### config.mk
export PLATFORM = sky130hd
export DESIGN_NAME = bcd_word_subtractor
export DESIGN_NICKNAME = d
export VERILOG_FILES = /design/src/logic/bws_pkg.sv /design/src/logic/bws_bcd_core.sv /design/src/logic/bcd_word_subtractor.sv
export VERILOG_INCLUDE_DIRS = /design/src /design/src/logic
export SDC_FILE = /design/constraint.sdc
export NUM_CORES = 1
export LEC_CHECK = 0
export ABC_AREA = 0
export BUFFER_PORTS_ARGS = -buffer_cell sky130_fd_sc_hd__buf_2
export CORE_UTILIZATION = 53
export DETAILED_ROUTE_END_ITERATION = 16
export PLACE_DENSITY = 0.89
export SLEW_MARGIN = 20
export SYNTH_ARGS = -nofsm -noshare
export SYNTH_HDL_FRONTEND = slang
export SYNTH_SLANG_ARGS = --single-unit
### constraint.sdc
create_clock -name clock -period 0.8 [get_ports clock]
set_input_delay 0.08 -clock clock [delete_from_list [all_inputs] [get_ports clock]]
set_output_delay 0.08 -clock clock [all_outputs]
set_load 0.01 [all_outputs]
### src/logic/bws_defs.svh
`ifndef BWS_DEFS_SVH
`define BWS_DEFS_SVH
`define BWS_DIGITS 4
`define BWS_WORD_W 16
`define BWS_MAX_DIGIT 4'h9
`define BWS_ZERO_WORD 16'h0000
`define BWS_RST_RESULT 16'h0000
`define BWS_RST_FLAG 1'b0
`endif

### src/logic/bws_pkg.sv
package bws_pkg;
	typedef logic [15:0] bws_word_t;
	typedef enum logic {
		BWS_MODE_LEVEL,
		BWS_MODE_EDGE
	} bws_mode_t;
endpackage

### src/logic/bws_bcd_core.sv
`timescale 1ns/100ps
`include "bws_defs.svh"
module bws_bcd_core
	import bws_pkg::*;
(
	input wire bws_word_t minuendWord,
	input wire bws_word_t subtrahendWord,
	input wire logic carryIn,
	output bws_word_t diffWord,
	output logic borrowOut,
	output logic operandBad
);
	function automatic logic digit_bad(input logic [3:0] d);
		digit_bad = d > `BWS_MAX_DIGIT;
	endfunction

	logic [4:0] raw [`BWS_DIGITS];
	logic [`BWS_DIGITS:0] borrow;

	always_comb begin
		borrow[0] = carryIn;
		operandBad = 1'b0;
		diffWord = `BWS_ZERO_WORD;
		for (int i = 0; i < `BWS_DIGITS; i++) begin
			operandBad = operandBad | digit_bad(minuendWord[i*4 +: 4]) | digit_bad(subtrahendWord[i*4 +: 4]);
			raw[i] = {1'b0, minuendWord[i*4 +: 4]} - {1'b0, subtrahendWord[i*4 +: 4]} - {4'h0, borrow[i]};
			// a digit underflow borrows ten from the next digit
			borrow[i+1] = raw[i][4];
			diffWord[i*4 +: 4] = raw[i][4] ? 4'(raw[i][3:0] + 4'hA) : raw[i][3:0];
		end
		// dropping the fifth digit leaves ten's complement when negative
		borrowOut = borrow[`BWS_DIGITS];
	end
endmodule

### src/logic/bcd_word_subtractor.sv
// Overview of operation
// - condition false: result, error and zero flags unchanged
// - condition true: minuend minus subtrahend minus carry
// - computes 10000 plus difference, fifth digit dropped
// - negative result: carry set, ten's complement
// - carry set when minuend below subtrahend plus carry
// - zero flag tracks written result being zero
// - non-BCD operand nibble raises error flag
// - unresolved indirect operand raises error flag
// - operands and result are four-digit words
// - carry is one flag, set and clear operations
`timescale 1ns/100ps
`include "bws_defs.svh"
module bcd_word_subtractor
	import bws_pkg::*;
(
	input wire logic clock,
	input wire logic arst_n,
	input wire logic scanStrobe,
	input wire logic execCondition,
	input wire bws_mode_t execMode,
	input wire bws_word_t minuend_word,
	input wire bws_word_t subtrahend_word,
	input wire logic indirectFault,
	input wire logic clear_carry_op,
	input wire logic set_carry_op,
	output bws_word_t resultWord_q,
	output logic carry_flag_q,
	output logic error_flag_q,
	output logic zero_flag_q,
	output logic execDone_q
);
	logic rstSync1_q;
	logic rstSyncN_q;

	logic condPrev_q;
	logic runNow;
	logic faultNow;
	logic commitNow;

	logic badOperand;
	logic borrowOut;
	bws_word_t diffWord;

	// next-state values, one per register except the two reset synchronizer stages
	logic condPrev_d;
	bws_word_t resultWord_d;
	logic carry_flag_d;
	logic zero_flag_d;
	logic error_flag_d;
	logic execDone_d;

	// differentiated mode needs a fresh rising condition
	function automatic logic exec_wanted(
		input logic strobe,
		input logic cond,
		input bws_mode_t mode,
		input logic prevCond
	);
		logic edgeOk;
		edgeOk = (mode == BWS_MODE_LEVEL) || !prevCond;
		exec_wanted = strobe && cond && edgeOk;
	endfunction

	// digit or pointer fault, either one
	function automatic logic any_fault(
		input logic digitFault,
		input logic pointerFault
	);
		any_fault = digitFault || pointerFault;
	endfunction

	function automatic logic word_is_zero(
		input bws_word_t w
	);
		word_is_zero = (w == `BWS_ZERO_WORD);
	endfunction

	// release is synchronous so no flag leaves reset on a partial edge
	always_ff @(posedge clock or negedge arst_n) begin
		if (!arst_n) begin
			rstSync1_q <= 1'b0;
			rstSyncN_q <= 1'b0;
		end else begin
			rstSync1_q <= 1'b1;
			rstSyncN_q <= rstSync1_q;
		end
	end

	// four-digit word datapath
	// operands are read live at the strobe edge; the sequencer holds them there
	bws_bcd_core core (
		.minuendWord(minuend_word),
		.subtrahendWord(subtrahend_word),
		.carryIn(carry_flag_q),
		.diffWord(diffWord),
		.borrowOut(borrowOut),
		.operandBad(badOperand)
	);

	// history only advances per scan, so a one-scan low is seen
	always_comb begin
		condPrev_d = condPrev_q;
		if (scanStrobe) begin
			condPrev_d = execCondition;
		end
	end

	always_ff @(posedge clock or negedge rstSyncN_q) begin
		if (!rstSyncN_q) begin
			condPrev_q <= `BWS_RST_FLAG;
		end else begin
			condPrev_q <= condPrev_d;
		end
	end

	// nothing runs unless this scan asks for it
	always_comb begin
		runNow = exec_wanted(scanStrobe, execCondition, execMode, condPrev_q);
	end

	always_comb begin
		faultNow = any_fault(badOperand, indirectFault);
	end

	// a faulted run counts as a run but writes no result, carry or zero
	always_comb begin
		commitNow = runNow && !faultNow;
	end

	// outputs all come straight from the registers below
	// difference taken only on a clean run
	always_comb begin
		resultWord_d = resultWord_q;
		if (commitNow) begin
			resultWord_d = diffWord;
		end
	end

	always_ff @(posedge clock or negedge rstSyncN_q) begin
		if (!rstSyncN_q) begin
			resultWord_q <= `BWS_RST_RESULT;
		end else begin
			resultWord_q <= resultWord_d;
		end
	end

	// a run owns the carry, ops only act in cycles with no run
	// holding carry through a faulted run keeps its borrow meaning
	// set wins over clear when both arrive together
	always_comb begin
		carry_flag_d = carry_flag_q;
		if (commitNow) begin
			carry_flag_d = borrowOut;
		end else if (runNow) begin
			carry_flag_d = carry_flag_q;
		end else if (set_carry_op) begin
			carry_flag_d = 1'b1;
		end else if (clear_carry_op) begin
			carry_flag_d = 1'b0;
		end
	end

	always_ff @(posedge clock or negedge rstSyncN_q) begin
		if (!rstSyncN_q) begin
			carry_flag_q <= `BWS_RST_FLAG;
		end else begin
			carry_flag_q <= carry_flag_d;
		end
	end

	// zero follows the word being written
	always_comb begin
		zero_flag_d = zero_flag_q;
		if (commitNow) begin
			zero_flag_d = word_is_zero(diffWord);
		end
	end

	always_ff @(posedge clock or negedge rstSyncN_q) begin
		if (!rstSyncN_q) begin
			zero_flag_q <= `BWS_RST_FLAG;
		end else begin
			zero_flag_q <= zero_flag_d;
		end
	end

	// error rewritten on every run, clean or not
	always_comb begin
		error_flag_d = error_flag_q;
		if (runNow) begin
			error_flag_d = faultNow;
		end
	end

	always_ff @(posedge clock or negedge rstSyncN_q) begin
		if (!rstSyncN_q) begin
			error_flag_q <= `BWS_RST_FLAG;
		end else begin
			error_flag_q <= error_flag_d;
		end
	end

	// pulse marks any execution attempt, faulted ones included
	always_comb begin
		execDone_d = runNow;
	end

	always_ff @(posedge clock or negedge rstSyncN_q) begin
		if (!rstSyncN_q) begin
			execDone_q <= `BWS_RST_FLAG;
		end else begin
			execDone_q <= execDone_d;
		end
	end
endmodule

**Word-level counts from Yosys, hierarchy flattened**

Cells that the tools add are included.

- Reductions and logical operators: 10
- Bitwise operators: 8
- Magnitude comparators: 8
- Mux-type cells: 8
- Add/subtract/negate cells: 12
- Equal/unequal tests: 1

Operators with widths:

| operator | count |
|---|---|
| $gt A4 B4 Y1 const B | 8 |
| $sub A4 B4 Y5 | 4 |
| $sub A5 B1 Y5 | 4 |
| $add A4 B4 Y4 const B | 4 |
| $logic_not A16 Y1 | 1 |
| $mux W4 | 4 |
| $or A1 B1 Y1 | 7 |
| $mux W1 | 4 |
| $logic_and A1 B1 Y1 | 3 |
| $reduce_bool A3 Y1 | 1 |
| $logic_not A1 Y1 | 2 |
| $logic_or A1 B1 Y1 | 2 |
| $ne A2 B2 Y1 const B | 1 |
| $reduce_and A2 Y1 | 1 |
| $not A1 Y1 | 1 |

- Flip-flop bits (word level): 23
- Bits of input ports: 40
- Word-level logic and storage cells: 55

**Longest topological paths before layout**

- Depth in word-level cells: 13
- Mapped depth: 30

**Modules after synthesis**

A second synthesis with hierarchy kept.

- Cells, all modules: 201
- Area total of the unflattened synthesis: 2115.8 um^2

Modules (own cells, without submodules):

| module | instances | area each (um^2) | cells an instance |
|---|---|---|---|
| bws_bcd_core | 1 | 1154.9 | 139 |
| bcd_word_subtractor | 1 | 960.9 | 62 |

**Worst setup path after synthesis**

Ideal clock, no wire load.

- Path type: reg2reg
- From: register carry_flag_q
- To: register zero_flag_q
- Setup time: 0.092 ns
- Stages on the path, launching flop included: 30
- Period minus slack after synthesis: 6.674 ns
- Path slack: -5.874 ns
- Data arrival time: 6.582 ns
- Cells stage by stage: dfrtp_1 > inv_1 > fa_1 > fa_1 > nand2b_1 > a21oi_2 > xor2_2 > fa_1 > inv_1 > ha_1 > nor2_1 > fa_1 > a21boi_0 > o21ai_0 > nand2_1 > fa_1 > inv_1 > fa_1 > nand2b_1 > a21oi_2 > xnor2_1 > inv_1 > fa_1 > inv_1 > fa_1 > ha_1 > xor3_1 > nor4bb_1 > o221ai_1 > o31ai_2

- Longest elaborated chain between the ends: 7
- Elaborated cells between the ends (all ways): 13

Ends and longest elaborated chain:

| element | line | source |
|---|---|---|
| from (decl) | bcd_word_subtractor.sv:28 | `output logic carry_flag_q,` |
| from (signal assigned) | bcd_word_subtractor.sv:166 | `` carry_flag_q <= `BWS_RST_FLAG; `` |
| from (signal assigned) | bcd_word_subtractor.sv:168 | `carry_flag_q <= carry_flag_d;` |
| $sub A5 B1 Y5 * | bws_bcd_core.sv:26 | `raw[i] = {1'b0, minuendWord[i*4 +: 4]} - {1'b0, subtrahendWord[i*4 +: 4]} - {4'h0, borrow[i]};` |
| $sub A5 B1 Y5 (3 in a row) | bws_bcd_core.sv:26 |  |
| $add A4 B4 Y4 | bws_bcd_core.sv:29 | `diffWord[i*4 +: 4] = raw[i][4] ? 4'(raw[i][3:0] + 4'hA) : raw[i][3:0];` |
| $mux W4 | bws_bcd_core.sv:29 |  |
| $logic_not A16 Y1 (no source line) * | - |  |
| to (signal assigned) | bcd_word_subtractor.sv:182 | `` zero_flag_q <= `BWS_RST_FLAG; `` |
| to (signal assigned) | bcd_word_subtractor.sv:184 | `zero_flag_q <= zero_flag_d;` |
| to (decl) | bcd_word_subtractor.sv:30 | `output logic zero_flag_q,` |

Every way passes the cells marked *; elsewhere a longest branch is shown, timed or not.
A chain may end at the register's enable or synchronous reset.

**Worst setup path in the final report**

Same ends and word-level chain as after synthesis.

==> out/summary.txt <==
status: complete, but fails checks
failing checks: negative setup slack
Antenna Nets Post-Route: 0
Synth Area in Simple Gates: 0.152
total CTS buffers: 3
max_cap viols: 0
maximum vdd drop: 1170 µV
die area: 4420 µm²
Reg2Reg Depth: 29
layout cells sized above 1: 0.558
Initial Util: 0.551
Hold Fails Final Rpt: 0
largest family of logic cells by synthesized area: adder cells
synth top area cells: dfrtp_1, ha_1, fa_1
Final Cell Area: 3660 µm²
worst-path maximum fanout: 3
fmax: 150 MHz
GPL Wtd Cong: 0.887
Cell Area, Placed: 3060 µm²
flops & latches, synth: 23
count of pins over their slew limit: 0
EDFF count, synth: 0
critical path class: flip-flop to flip-flop
Crit path largest cell delay: 560 ps
Synth Instances: 232
cell at the slowest stage of the critical path: fa_2
post-route minimum period: 6660 ps
hold crit path type: input port to flip-flop
cell chosen for the clock root: clkbuf_8
syn avg cell area: 9.50 µm²
via count: 2,688
clock sink total: 23
Finished Layout Cells: 413
Final Setup Violations: 40
Inst Count DP: 387
first-pass GRT wire length: 11,400 µm
CP most frequent cell: fa_2
final WL: 10,400 µm
DR iter-0 viols: 294
CTS H-tree lvls: 1
Compound-Gate Fraction of Synth Area: 0.135
Worst Skew: 3.86 ps
# nets final: 439
Worst Path Required: 990 ps
initial antenna violation count: 2
clk_lat worst skew: 290 ps
DP Worst Slack: -5560 ps
leading area contributor after synthesis: dfrtp_1
Synth-to-Final Area Change: 66.1%
Static Leak: 0.00186 µW
HPWL after detailed placement: 4670 µm
chip height: 66.5 µm
vias in the first global route: 2,357
hold_ws: 0.482 ps
fin crit share: 8.32
mux share of post-synthesis cell area: 0.0193
Avg WL per Cell: 25.2 µm
Synth warnings: 0
Netlist cell types: 49
largest net degree at the start of global routing: 22
CP startpoint kind: flip-flop
core area: 4000 µm²
asr flop ratio synth: 1.00
CP Capture Type: flip-flop
Main synth FF type: dfrtp_1
unrepaired setup endpoints after global routing: yes
Global Route Usage Sum: 0.357
Synth Area in XOR/XNOR: 0.125
post-synthesis cell area: 2200 µm²
Die W: 66.5 µm
Post-Syn Nets: 308
Synth top area share: 0.261
cell row count: 23
final worst setup slack: -5860 ps
Hold Crit Depth: 2
sequential area share after synthesis: 0.261
CTS tree: done
detailed-route vias per instance: 6.51
clock-pin slew on the worst setup and hold paths: 100 ps
power per cell area: 2030 nW/µm²
Buffers on Ports: 59
Adder-Cell Fraction of Synth Area: 0.232
number of remaining DRC errors: 0
grt total ovfl: 0
WP data arrival: 6850 ps
IO Pins: 60
DRT Pass-1 Iters: 5
CTS Buffer Depth: 2
registers in the layout (all words and copies together) (netlist names):
register and count:
zero_flag_q 1, condPrev_q 1, rstSyncN_q 1, error_flag_q 1
resultWord_q 16, carry_flag_q 1, rstSync1_q 1, execDone_q 1
what timing repair did:
action                                 in CTS  in global routing
hold buffers                                1                  0
cloned                                      0                  1
resized for setup                          35                 35
setup buffers                              13                 10
setup endpoints to repair                  40                 40
endpoints found under the hold margin       2                  0
pin swaps                                  18                 18
kinds of logic (layout without fill, tap and decap cells):
family,after synthesis,in the layout
AOI/OAI and AO/OA,47,47
xor gates and xnor gates,24,24
adders and majority gates,36,36
buffers and inverters,42,172
DFF,23,23
muxes,4,4
other,1,2
and+or+nand+nor,55,55
critical path: cells and delay by family, from the launching register on:
family	cells	cell delay [ps]
buffers and inverters	4	240
adder cells (fa/ha/maj)	9	2920
XOR/XNOR	3	540
AO/OA/AOI/OAI	6	1020
flip-flops	1	400
AND/OR/NAND/NOR	7	1410
cell usage after synthesis, types with 2 or more instances:
cell type / n
xnor2_1: 11
or3_1: 2
a21o_1: 3
a21oi_2: 2
nor4b_1: 2
a21oi_1: 15
xnor3_1: 2
nand2_1: 4
o221a_2: 3
dfrtp_1: 23
ha_1: 28
xor2_1: 8
nand3b_1: 4
nor2_1: 22
mux2i_1: 2
fa_1: 8
nand4_1: 3
xor3_1: 2
nor3b_1: 2
o21ai_1: 6
mux2_2: 2
nand2b_1: 4
o21ai_0: 9
nor2b_1: 2
inv_1: 36
buf_2: 4
metrics by stage:
stage / utilization / setup TNS (ps) / power, µW
after floorplan: - / -62310 / 3470
after global placement: 0.766 / -62370 / 4670
after detailed placement: 0.766 / -64860 / 4850
after CTS: 0.845 / -64630 / 6120
after global routing: 0.914 / -74030 / 7760
final: 0.915 / -71480 / 7440
layout make-up:
class,count,area (µm²)
Sequential cell,23,576
Clock buffer,4,45.0
Fill cell,146,340
Antenna cell,1,2.50
Tap cell,50,62.6
Multi-Input combinational cell,167,1890
Timing Repair Buffer,131,947
Inverter,37,140
final timing paths:
path,from,endpoint,slack (ps)
worst max-delay path,carry_flag_q,zero_flag_q,-5860
worst min-delay path,scanStrobe,condPrev_q,0.5
worst max register to register,carry_flag_q,zero_flag_q,-5860
worst min register to register,rstSyncN_q,carry_flag_q,210
max in group asynchronous,rstSyncN_q,resultWord_q[12],450
min in group asynchronous,arst_n,rstSync1_q,110
per-layer routing:
| metal | up-vias | track usage | share of wire |
|---|---|---|---|
| met1 | 1227 | 0.376 | 0.33 |
| met4 | 0 | 0.229 | 0.093 |
| li1 | 1047 | - | - |
| met2 | 303 | 0.635 | 0.45 |
| met3 | 111 | 0.0805 | 0.13 |
| met5 | - | 0 | 0 |
power by group:
group	total (µW)	switching, µW	leakage [µW]	internal (µW)
Sequential	1370	91.0	0.000300	1280
Clock	839	479	0.0000228	359
Combinational	5230	2420	0.00153	2800
cells in the final DEF, fill, tap and decap left out, drive strengths merged, types with 8 or more instances in the layout:
cell,synthesis,layout
o21ai,15,15
nor2,22,22
xor2,9,9
dfrtp,23,23
ha,28,28
fa,8,8
inv,36,36
xnor2,11,11
a21oi,17,17
buf,4,129
Note: power is estimated with default switching activity, not from simulation.
